==> src/hdl/port_status_pkg.sv <==
// constants and layout of the port-two link status register block
// assumes a plain strobe register port with read data one cycle after the read strobe
package port_status_pkg;
  localparam int addr_w = 8;
  localparam int data_w = 16;
  localparam logic [7:0] port_two_link_status_off = 8'h04;
  localparam logic [7:0] irq_status_off = 8'h08;
  localparam logic [7:0] irq_mask_off = 8'h0c;
  localparam int bit_xover_sel = 15;
  localparam int bit_polarity = 13;
  localparam int bit_rx_fc = 12;
  localparam int bit_tx_fc = 11;
  localparam int bit_speed = 10;
  localparam int bit_duplex = 9;
  localparam int bit_mdi = 7;
  localparam int bit_an_done = 6;
  localparam int bit_link_good = 5;
  localparam int bit_lp_pause = 4;
  localparam int bit_lp_100fd = 3;
  localparam int bit_lp_100hd = 2;
  localparam int bit_lp_10fd = 1;
  localparam int bit_lp_10hd = 0;
  localparam logic [15:0] xover_sel_reset = 16'h8000;
  localparam logic [15:0] status_reset = 16'h0000;
  // bits 14 and 8 are reserved and never set
  localparam logic [15:0] live_mask = 16'h3eff;
endpackage : port_status_pkg

==> src/hdl/port_link_status_register.sv <==
// port-two link status register with change interrupt
// assumes transceiver status inputs synchronous to core_clk, strobes one cycle each
`timescale 1ns/1ps
module port_link_status_register (
  // clock and reset
  input wire logic core_clk,
  input wire logic resetn,
  // register port
  input wire logic [port_status_pkg::addr_w-1:0] reg_addr,
  input wire logic [port_status_pkg::data_w-1:0] reg_wdata,
  input wire logic reg_wr,
  input wire logic reg_rd,
  output logic [port_status_pkg::data_w-1:0] reg_rdata,
  // transceiver status
  input wire logic phy_polarity_reversed,
  input wire logic rx_flow_ctrl_active,
  input wire logic tx_flow_ctrl_active,
  input wire logic phy_speed_100,
  input wire logic phy_full_duplex,
  input wire logic phy_mdi,
  input wire logic phy_an_done,
  input wire logic phy_link_good,
  input wire logic [4:0] partner_ability,
  // crossover select mirror toward the transceiver
  output logic crossover_algorithm_select,
  // interrupt
  output logic irq
);
  logic [15:0] raw_status;
  logic [15:0] live_status;
  logic [15:0] prev_status;
  logic [15:0] irq_status;
  logic [15:0] irq_mask;
  logic [15:0] next_irq_status;
  logic [15:0] next_rdata;
  logic [15:0] change;
  logic primed;
  wire hit_status = (reg_addr == port_status_pkg::port_two_link_status_off);
  wire hit_irq_status = (reg_addr == port_status_pkg::irq_status_off);
  wire hit_irq_mask = (reg_addr == port_status_pkg::irq_mask_off);
  wire wr_status = reg_wr && hit_status;
  wire wr_irq_status = reg_wr && hit_irq_status;
  wire wr_irq_mask = reg_wr && hit_irq_mask;

  assign raw_status[port_status_pkg::bit_xover_sel] = 1'b0;
  assign raw_status[14] = 1'b0;
  assign raw_status[port_status_pkg::bit_polarity] = phy_polarity_reversed;
  assign raw_status[port_status_pkg::bit_rx_fc] = rx_flow_ctrl_active;
  assign raw_status[port_status_pkg::bit_tx_fc] = tx_flow_ctrl_active;
  assign raw_status[port_status_pkg::bit_speed] = phy_speed_100;
  assign raw_status[port_status_pkg::bit_duplex] = phy_full_duplex;
  assign raw_status[8] = 1'b0;
  assign raw_status[port_status_pkg::bit_mdi] = phy_mdi;
  assign raw_status[port_status_pkg::bit_an_done] = phy_an_done;
  assign raw_status[port_status_pkg::bit_link_good] = phy_link_good;
  // partner ability order: pause, 100fd, 100hd, 10fd, 10hd
  assign raw_status[port_status_pkg::bit_lp_pause:port_status_pkg::bit_lp_10hd] =
    partner_ability;

  sync_capture #(
    .width(16)
  ) u_capture (
    .core_clk(core_clk),
    .resetn(resetn),
    .din(raw_status & port_status_pkg::live_mask),
    .dout(live_status)
  );

  // the stored bit itself drives the transceiver, so the mirror can never disagree
  always_ff @(posedge core_clk or negedge resetn)
  begin
    if (!resetn)
      crossover_algorithm_select <= port_status_pkg::xover_sel_reset[15];
    else if (wr_status)
      crossover_algorithm_select <= reg_wdata[port_status_pkg::bit_xover_sel];
  end

  // change detection starts one cycle after reset so reset values raise nothing
  assign change = primed ? (live_status ^ prev_status) : 16'h0000;
  // set wins over a write-one clear in the same cycle
  assign next_irq_status = (irq_status & ~(wr_irq_status ? reg_wdata : 16'h0000)) | change;

  always_ff @(posedge core_clk or negedge resetn)
  begin
    if (!resetn)
    begin
      prev_status <= port_status_pkg::status_reset;
      primed <= 1'b0;
      irq_status <= 16'h0000;
    end
    else
    begin
      prev_status <= live_status;
      primed <= 1'b1;
      irq_status <= next_irq_status & port_status_pkg::live_mask;
    end
  end

  always_ff @(posedge core_clk or negedge resetn)
  begin
    if (!resetn)
      irq_mask <= 16'h0000;
    else if (wr_irq_mask)
      irq_mask <= reg_wdata & port_status_pkg::live_mask;
  end

  assign irq = |(irq_status & irq_mask);

  // read-only bits ignore writes; unmapped addresses read zero
  assign next_rdata = hit_status ?
    ({crossover_algorithm_select, 15'h0000} | live_status) :
    hit_irq_status ? irq_status :
    hit_irq_mask ? irq_mask : 16'h0000;

  always_ff @(posedge core_clk or negedge resetn)
  begin
    if (!resetn)
      reg_rdata <= 16'h0000;
    else if (reg_rd)
      reg_rdata <= next_rdata;
    else
      reg_rdata <= 16'h0000;
  end
endmodule : port_link_status_register

==> src/hdl/sync_capture.sv <==
// one flop stage per live status bit, registered so reads see a stable word
// assumes inputs are synchronous to core_clk
`timescale 1ns/1ps
module sync_capture #(
  parameter int width = 16
) (
  // clock and reset
  input wire logic core_clk,
  input wire logic resetn,
  // data
  input wire logic [width-1:0] din,
  output logic [width-1:0] dout
);
  always_ff @(posedge core_clk or negedge resetn)
  begin
    if (!resetn)
      dout <= '0;
    else
      dout <= din;
  end
endmodule : sync_capture

==> config.mk <==
export PLATFORM = sky130hd
export DESIGN_NAME = port_link_status_register
export DESIGN_NICKNAME = d
export VERILOG_FILES = /design/src/hdl/port_status_pkg.sv /design/src/hdl/port_link_status_register.sv /design/src/hdl/sync_capture.sv
export SDC_FILE = /design/constraint.sdc
export NUM_CORES = 1
export LEC_CHECK = 0
export BUFFER_PORTS_ARGS = -buffer_cell sky130_fd_sc_hd__buf_4
export CORE_MARGIN = 2
export CORE_UTILIZATION = 55
export CTS_BUF_LIST = sky130_fd_sc_hd__clkbuf_4 sky130_fd_sc_hd__clkbuf_8
export DETAILED_ROUTE_END_ITERATION = 8
export GPL_TIMING_DRIVEN = 0
export PLACE_DENSITY = 0.83
export SETUP_SLACK_MARGIN = 0.05
export SYNTH_ARGS = -nofsm -noshare
export SYNTH_HDL_FRONTEND = slang
export SYNTH_SLANG_ARGS = --single-unit
==> constraint.sdc <==
create_clock -name core_clk -period 1.2 [get_ports core_clk]
set_input_delay 0.24 -clock core_clk [delete_from_list [all_inputs] [get_ports core_clk]]
set_output_delay 0.24 -clock core_clk [all_outputs]
set_load 0.05 [all_outputs]
==> results.json, run 1 <==
{
  "status": "finished with violations",
  "fin_crit_sh_pct": 159,
  "synth_top_cell_area_share_pct": 61.8,
  "cts.sinks": 68,
  "grt_pass1_vias": 2037,
  "io-pin-count": 59,
  "grt_pass1_wl_mm": 10.2,
  "synthArstFlopShare_pct": 100,
  "yosysUniqueCellTypes": 23,
  "slew_violations": 0,
  "violations": "hold timing, setup timing",
  "cts_tree": "done",
  "synth-edff-count": 0,
  "powerDensity_nw_per_um2": 1350,
  "hold_viol": 23,
  "rows": 25,
  "slew-limit-headroom_pct": 46.1,
  "required_ps": 960,
  "antenna_found_initial": 0,
  "synth_most_common_cell": "dfrtp_1",
  "reg2reg_setup_slack_ps": 70,
  "hp-class": "primary input to asynchronous set/reset pin",
  "nFillCells": 288,
  "initial_utilization_pct": 57.1,
  "n_antenna_cell": 0,
  "grt_use_met3_pct": 5.42,
  "cp.arrival_ps": 1670,
  "synthesis.area_um2": 2710,
  "dr.first_iter.drc_count": 120,
  "yosys.area.top_type": "dfrtp_1",
  "dp_slack_ps": -535,
  "yosys_warnings": 0,
  "ys_top_cells_by_area": "dfrtp_1 62%, mux2_2 7.1%, mux2_4 5.5%, a22o_1 4.5%, a22oi_1 4.4%",
  "coreArea_um2": 4750,
  "antenna_left": 0,
  "max_slew.worst_pin.slew_ps": 809,
  "grtUsageTotal_pct": 25.9,
  "clockRootBuffer": "clkbuf_8",
  "synth-seq-cells": 68,
  "startpoint_type": "register",
  "firstDrtPassIters": 4,
  "synth_top_flop_cell": "dfrtp_1",
  "drc_errors": 0,
  "hold_ws_ps": -33.7,
  "criticalPathCategory": "register to output port",
  "cts_buffer_depth": 2,
  "p_leak_nw": 1.75,
  "routabilityCongestion": 0.864,
  "fmax_mhz": 523,
  "r2r_cells": 4,
  "rsz0062_at_grt": "yes",
  "viasPerCell": 5.60,
  "die_area_um2": 5510,
  "dp_hpwl_mm": 3.70,
  "synth_common_cells": "67 x dfrtp_1, 17 x mux2_2, 16 x a22oi_1",
  "wl_per_cell_um": 18.5,
  "tns_ps": -812,
  "synth_cells": 192,
  "htree_levels": 3,
  "die_width_um": 74.2,
  "crit_fanout": 3,
  "overflow": 0,
  "die_y_um": 74.2,
  "r2r_start": "irq_mask[7]",
  "peakVddDrop_uv": 856,
  "final_nets": 320,
  "yosysSeqAreaShare_pct": 62.8,
  "numCtsBuffers": 9,
  "clk_pin_slew_ps": 70,
  "drv_cap": 0,
  "timing.rr.end": "reg_rdata[7]",
  "num_vias": 1965,
  "grt_use_met1_pct": 33.2,
  "area_growth_syn_to_layout_pct": 39.7,
  "syn_area_per_cell_um2": 14.1,
  "clk_latency_ps": 340,
  "busiest_layer": "met2",
  "drive_above_1_share_pct": 44.0,
  "endpoint_kind": "output port",
  "period_needed_ps": 1910,
  "grt_use_met2_pct": 40.9,
  "wl_mm": 6.49,
  "skew_ps": 5.65,
  "setup_viol": 2,
  "worst_slack_ps": -711,
  "port_buffers": 53,
  "grt_max_degree": 69
}
==> kinds of logic (layout without fill, tap and decap cells) <==
kind of cell           after synthesis  count (layout)  share of synthesized area (%)
other                                2               3                          0.277
buffers and inverters               12             103                           2.35
multiplexers                        27              27                           12.6
AND/OR/NAND/NOR                     38              38                           8.16
XOR/XNOR                            13              13                           4.20
flip-flops                          68              68                           62.8
AO/OA/AOI/OAI                       32              32                           9.64
==> layer usage <==
metal / up-vias / routed length [um]
li1: 873 / -
met1: 1007 / 2670
met2: 72 / 3330
met3: 13 / 325
met4: 0 / 159
met5: - / 0
==> worst max-delay path, cell delays in order, from the launching register on <==
cell and delay, ps:
dfrtp_1 420, a222oi_1 410, and3_1 240, nand3_2 90, buf_6 170
==> flip-flops by register name, summed over array words and instances, names as in the netlist <==
signal                      flops
irq_status                     13
crossover_algorithm_select      1
reg_rdata                      14
primed                          1
u_capture.dout                 13
prev_status                    13
irq_mask                       13
==> placed cells by master, fill, tap and decap left out, types with 3 or more instances in the layout <==
cell type and instances:
a22o_1 14, a22oi_1 15, buf_4 46, buf_6 20, clkbuf_4 4, clkbuf_8 10
conb_1 3, dfrtp_1 67, dlygate4sd3_1 13, mux2_2 15, mux2_4 12, nand4_1 13
nor2_1 15, xor2_1 13
==> layout make-up <==
class	count	area (um^2)	area share [%]
Clock buffer	12	153	4.03
Buffer	12	96.3	2.54
Multi-Input combinational cell	113	993	26.2
Timing Repair Buffer	75	688	18.2
Clock inverter	4	72.6	1.91
Sequential cell	68	1700	44.9
Tap cell	67	83.8	2.21
==> stage by stage <==
step	utilization, %	area [um^2]	total power (W)	cells
2_1_floorplan	-	2730	0.00272	193
5_1_grt	79.7	3790	0.00527	351
6_report	79.7	3790	0.00511	351
4_1_cts	78.4	3730	0.00511	351
3_5_place_dp	67.6	3220	0.00295	313
3_3_place_gp	67.6	3220	0.00294	313
==> report_power, final <==
group	total [W]	leakage, nW	internal (W)	switching [W]
logic	0.000580	0.822	0.000290	0.000289
clock network	0.00210	0.113	0.00127	0.000834
registers	0.00242	0.814	0.00237	0.0000585
==> repair_timing <==
action | CTS | global route
pin swaps | 5 | 8
gates cloned | 1 | 0
resized for setup | 19 | 21
setup buffers | 8 | 2
hold buffers | 13 | 0
endpoints found under the setup margin | 39 | 41
hold endpoints to repair | 13 | 0
==> worst max-delay path by stage <==
stage	start	to	slack, ps
6_report	irq_status[4]	irq	-710
5_1_grt	irq_status[7]	irq	-730
4_1_cts	irq_mask[7]	irq	-700
3_5_place_dp	reg_addr[1]	irq_mask[5]	-540
3_3_place_gp	reg_addr[1]	irq_mask[2]	-540
2_1_floorplan	reg_addr[1]	irq_mask[10]	-230
No activity file was read; power rests on OpenSTA's default activity.
==> inputs of run 2 (changes only) <==
HOLD_SLACK_MARGIN = 0.02   (was default)
REMOVE_ABC_BUFFERS = 1   (was default)
==> run 2 against run 1 <==
Effect of this change: the run ends with setup timing left; total power down 1.2%; die area unchanged; worst setup slack better by 91 ps; first-iteration DRC count up 11%; maximum frequency up 5.0%; critical path type unchanged; highest routed layer unchanged.
==> results.json, run 2 (synthesis gave the netlist of run 1 again) <==
{
  "overflow": 0,
  "final_cell_mix": "67 x dfrtp_1, 43 x buf_4, 20 x buf_6, 17 x mux2_2, 16 x a22oi_1",
  "routabilityCongestion": 0.718,
  "antenna_found_initial": 0,
  "dp_hpwl_mm": 3.53,
  "whs_path_depth": 2,
  "status": "finished with violations",
  "final_common_cell": "dfrtp_1",
  "cts_buffer_depth": 2,
  "clk_pin_slew_ps": 70,
  "num_vias": 1954,
  "max_slew.worst_pin.slew_ps": 586,
  "hp-class": "primary input to register",
  "required_ps": 960,
  "coreArea_um2": 4750,
  "violations": "setup timing",
  "slew-limit-headroom_pct": 60.9,
  "setup_viol": 2,
  "grt_pass1_wl_mm": 9.78,
  "crit_fanout": 3,
  "die_y_um": 74.2,
  "area_growth_syn_to_layout_pct": 37.2,
  "clk_latency_ps": 350,
  "drive_above_1_share_pct": 42.4,
  "rows": 25,
  "die_area_um2": 5510,
  "firstDrtPassIters": 4,
  "fin_total_pwr_w": 0.00505,
  "largest_reg_flops": 14,
  "n_antenna_cell": 0,
  "wl_per_cell_um": 18.4,
  "powerDensity_nw_per_um2": 1360,
  "area.sequential_um2": 1700,
  "cts_tree": "done",
  "slew_violations": 0,
  "drv_cap": 0,
  "rsz0062_at_grt": "yes",
  "antenna_left": 0,
  "startpoint_type": "register",
  "period_needed_ps": 1820,
  "grtUsageTotal_pct": 25.3,
  "max_flop_register": "reg_rdata",
  "r2r_cells": 3,
  "grt_max_degree": 69,
  "drc_errors": 0,
  "grt_pass1_vias": 1995,
  "htree_levels": 3,
  "criticalPathCategory": "register to output port",
  "die_width_um": 74.2,
  "fin_crit_sh_pct": 152,
  "crit_path_top_delay_cell": "dfrtp_1",
  "placed_cells": 302,
  "dr.first_iter.drc_count": 133,
  "crit_chain": "a222oi_1 -> and3_1 -> nand3_2 -> buf_6",
  "hold_viol": 0,
  "p_leak_nw": 1.70,
  "wl_mm": 6.32,
  "port_buffers": 54,
  "final_cells": 343,
  "numCtsBuffers": 9,
  "fmax_mhz": 549,
  "initial_utilization_pct": 57.1,
  "cp.arrival_ps": 1580,
  "io-pin-count": 59,
  "final_nets": 312,
  "clockRootBuffer": "clkbuf_8",
  "nFillCells": 302,
  "skew_ps": 7.67,
  "peakVddDrop_uv": 826,
  "cts.sinks": 68,
  "viasPerCell": 5.70,
  "multiInputGateArea_um2": 996,
  "endpoint_kind": "output port",
  "max_stage_delay_ps": 400,
  "worst_slack_ps": -620
}
## run 2: power breakdown
part / switching [W] / internal (W) / leakage [nW] / total (W)
Sequential: 0.0000607 / 0.00236 / 0.814 / 0.00242
Clock: 0.000865 / 0.00119 / 0.106 / 0.00206
Combinational: 0.000283 / 0.000283 / 0.776 / 0.000566
Total: 0.00121 / 0.00384 / 1.70 / 0.00505
## run 2: final cells by class
class	count	share of cell area, %
timing repair buffer	79	19.3
clock inverter	6	2.39
tap	67	2.25
sequential	68	45.8
clock buffer	10	3.53
multi-input combinational	113	26.8
## run 2: path summary, 6_finish.rpt
check / startpoint / to / slack (ps)
setup / recovery: irq_mask[7] / irq / -620
hold / removal: reg_wdata[15] / crossover_algorithm_select / 120
setup reg to reg: irq_status[13] / reg_rdata[13] / 170
hold reg to reg: u_capture.dout[4] / prev_status[4] / 420
max in group asynchronous: resetn / irq_mask[10] / 350
min in group asynchronous: resetn / irq_status[12] / 450
## run 2: critical path: cells and delay by family, from the launching register on
family	cells	cell delay, ps
and+or+nand+nor	2	320
buffers and inverters	1	170
DFF	1	400
AOI/OAI and AO/OA	1	360
## run 2: per-stage QoR
stage / instance area [um^2] / setup TNS [ps] / hold WS, ps / util (%) / setup WS [ps]
6_report: 3720 / -704 / 124 / 78.3 / -620
5_1_grt: 3720 / -805 / 108 / 78.3 / -682
4_1_cts: 3650 / -756 / 108 / 76.7 / -638
3_5_place_dp: 3140 / -41420 / 351 / 66.1 / -1260
3_3_place_gp: 3140 / -40570 / 349 / 66.1 / -1250
2_1_floorplan: 2650 / -15050 / -55.6 / - / -669
## run 2: what timing repair did
item | in CTS | in global routing
buffers inserted | 6 | 5
endpoints found under the hold margin | 80 | 0
setup endpoints to repair | 54 | 96
pin swaps | 4 | 1
gates resized for setup | 23 | 10
hold buffers | 14 | 0
## run 2: layer usage
metal | global-route usage (%) | routed length, um | up-vias
met2 | 39.5 | 3180 | 89
met1 | 31.9 | 2610 | 988
met3 | 9.08 | 355 | 20
met4 | 11.7 | 172 | 0
li1 | - | - | 857
met5 | 0 | 0 | -
==> inputs of run 3 (changes only) <==
--- a/config.mk
+++ b/config.mk
@@ -8,10 +8,9 @@
 export BUFFER_PORTS_ARGS = -buffer_cell sky130_fd_sc_hd__buf_4
 export CORE_MARGIN = 2
-export CORE_UTILIZATION = 55
+export CORE_UTILIZATION = 40
 export CTS_BUF_LIST = sky130_fd_sc_hd__clkbuf_4 sky130_fd_sc_hd__clkbuf_8
 export DETAILED_ROUTE_END_ITERATION = 8
 export GPL_TIMING_DRIVEN = 0
 export HOLD_SLACK_MARGIN = 0.02
-export PLACE_DENSITY = 0.83
 export REMOVE_ABC_BUFFERS = 1
 export SETUP_SLACK_MARGIN = 0.05
==> constraint.sdc (replaced) <==
create_clock -name core_clk -period 1.2 [get_ports core_clk]
set_input_delay 0.24 -clock core_clk [delete_from_list [all_inputs] [get_ports core_clk]]
set_output_delay 0.24 -clock core_clk [all_outputs]
set_load 0.005 [all_outputs]
==> run 3 against run 2 <==
Effect of this change: the flow still finishes with violations (setup timing); largest power group unchanged; first-iteration DRC count down 42%; core utilization decreased by 23 points; sequential share of layout area rose by 0.67 points; total power decreased by 3.2%; worst setup slack improved by 8.3 ps; clock skew fell by 1.5 ps.
==> results.json, run 3 (synthesis gave the netlist of run 1 again) <==
{
  "status": "finished with violations",
  "violations": "setup timing",
  "peakVddDrop_uv": 931,
  "overflow": 0,
  "numCtsBuffers": 9,
  "area_growth_syn_to_layout_pct": 35.2,
  "powerDensity_nw_per_um2": 1330,
  "slew_violations": 0,
  "antenna_found_initial": 0,
  "p_leak_nw": 1.69,
  "num_vias": 1823,
  "hp-class": "primary input to asynchronous set/reset pin",
  "antenna_left": 0,
  "placed_cells": 315,
  "cts_tree": "done",
  "dr.first_iter.drc_count": 77,
  "p_comb_share_pct": 10.0,
  "drive_above_1_share_pct": 42.0,
  "cts.sinks": 68,
  "initial_utilization_pct": 40.6,
  "multiInputGateArea_um2": 990,
  "cp-startpoint": "irq_status[10]",
  "final_cell_mix": "67 x dfrtp_1, 56 x buf_4, 17 x mux2_2, 16 x a22oi_1, 15 x nor2_1",
  "required_ps": 960,
  "die_y_um": 86.4,
  "dp_hpwl_mm": 3.45,
  "rsz0062_at_grt": "yes",
  "port_buffers": 54,
  "viasPerCell": 5.15,
  "seqPwrFrac_pct": 49.6,
  "period_needed_ps": 1810,
  "cp.arrival_ps": 1570,
  "area.sequential_um2": 1700,
  "die_area_um2": 7460,
  "fin_area_um2": 3670,
  "utilization_pct": 54.9,
  "clockPowerShare_pct": 40.4,
  "grt_pass1_wl_mm": 9.56,
  "rows": 30,
  "largest_reg_flops": 14,
  "worst_slack_ps": -612,
  "io-pin-count": 59,
  "startpoint_type": "register",
  "clockRootBuffer": "clkbuf_8",
  "htree_levels": 3,
  "hold_viol": 0,
  "wl_mm": 6.02,
  "final_common_cell": "dfrtp_1",
  "final_nets": 311,
  "cts_buffer_depth": 2,
  "reg2reg_setup_slack_ps": 160,
  "r2r_start": "irq_mask[13]",
  "max_slew.worst_pin.slew_ps": 833,
  "max_flop_register": "reg_rdata",
  "tns_ps": -615,
  "r2r_cells": 3,
  "grtUsageTotal_pct": 17.6,
  "endpoint_kind": "output port",
  "crit_fanout": 3,
  "wl_per_cell_um": 17.0,
  "coreArea_um2": 6680,
  "n_antenna_cell": 0,
  "skew_ps": 6.13,
  "firstDrtPassIters": 4,
  "final_cells": 354,
  "drc_errors": 0,
  "slew-limit-headroom_pct": 44.5,
  "p_sw_w": 0.00108,
  "grt_pass1_vias": 1888,
  "clk_latency_ps": 340,
  "routabilityCongestion": 0.769,
  "fmax_mhz": 552,
  "clk_pin_slew_ps": 70,
  "post_dp_cell_area_um2": 3160,
  "setup_viol": 2,
  "criticalPathCategory": "register to output port",
  "drv_cap": 0,
  "swShare_pct": 22.1,
  "fin_crit_sh_pct": 151,
  "p_int_w": 0.00381,
  "nFillCells": 594,
  "die_width_um": 86.4,
  "grt_max_degree": 69
}
-- run 3: critical path, stage by stage, from the launching register on --
cell      delay, ps
dfrtp_1         400
a22o_1          240
a221oi_1        290
nand3_2         150
buf_6           140
-- run 3: per-layer routing --
| metal | part of all wire, % | up-vias | track usage (%) |
|---|---|---|---|
| met5 | 0 | - | 0 |
| met3 | 5.6 | 8 | 5.90 |
| li1 | - | 855 | - |
| met2 | 46 | 50 | 24.8 |
| met1 | 47 | 910 | 24.6 |
| met4 | 1.3 | 0 | 8.24 |
-- run 3: cell type report --
type                    count  area share [%]
repair buffers             78            18.1
clock buffers              14            4.91
well taps                  80            2.73
clock inverters             1           0.819
multi-input cells         113            27.0
flip-flops and latches     68            46.4
-- run 3: through the flow --
step	setup WS, ps	total power [W]	hold slack [ps]
after floorplan	-669	0.00262	-55.6
after global placement	-1350	0.00287	350
after detailed placement	-1320	0.00287	351
after CTS	-617	0.00494	36.0
after global routing	-695	0.00507	63.3
final	-612	0.00489	1.15
-- run 3: timing repair --
item	in CTS	in global routing
setup endpoints to repair	43	11
gates resized for setup	15	2
hold buffers	13	0
buffers inserted	12	0
pin swaps	5	2
endpoints found under the hold margin	13	0
-- run 3: final timing paths --
path / end
max: irq
min: u_capture.dout[10]
max reg2reg: reg_rdata[13]
min reg2reg: prev_status[4]
max in group asynchronous: u_capture.dout[4]
min in group core_clk: irq_mask[5]
-- run 3: power by group through the flow --
stage / logic [W] / registers [W] / clock network, W
floorplan: 0.000174 / 0.00245 / 0
global placement: 0.000407 / 0.00246 / 0
detailed placement: 0.000407 / 0.00247 / 0
CTS: 0.000495 / 0.00242 / 0.00202
global route: 0.000537 / 0.00243 / 0.00210
finish: 0.000491 / 0.00242 / 0.00197
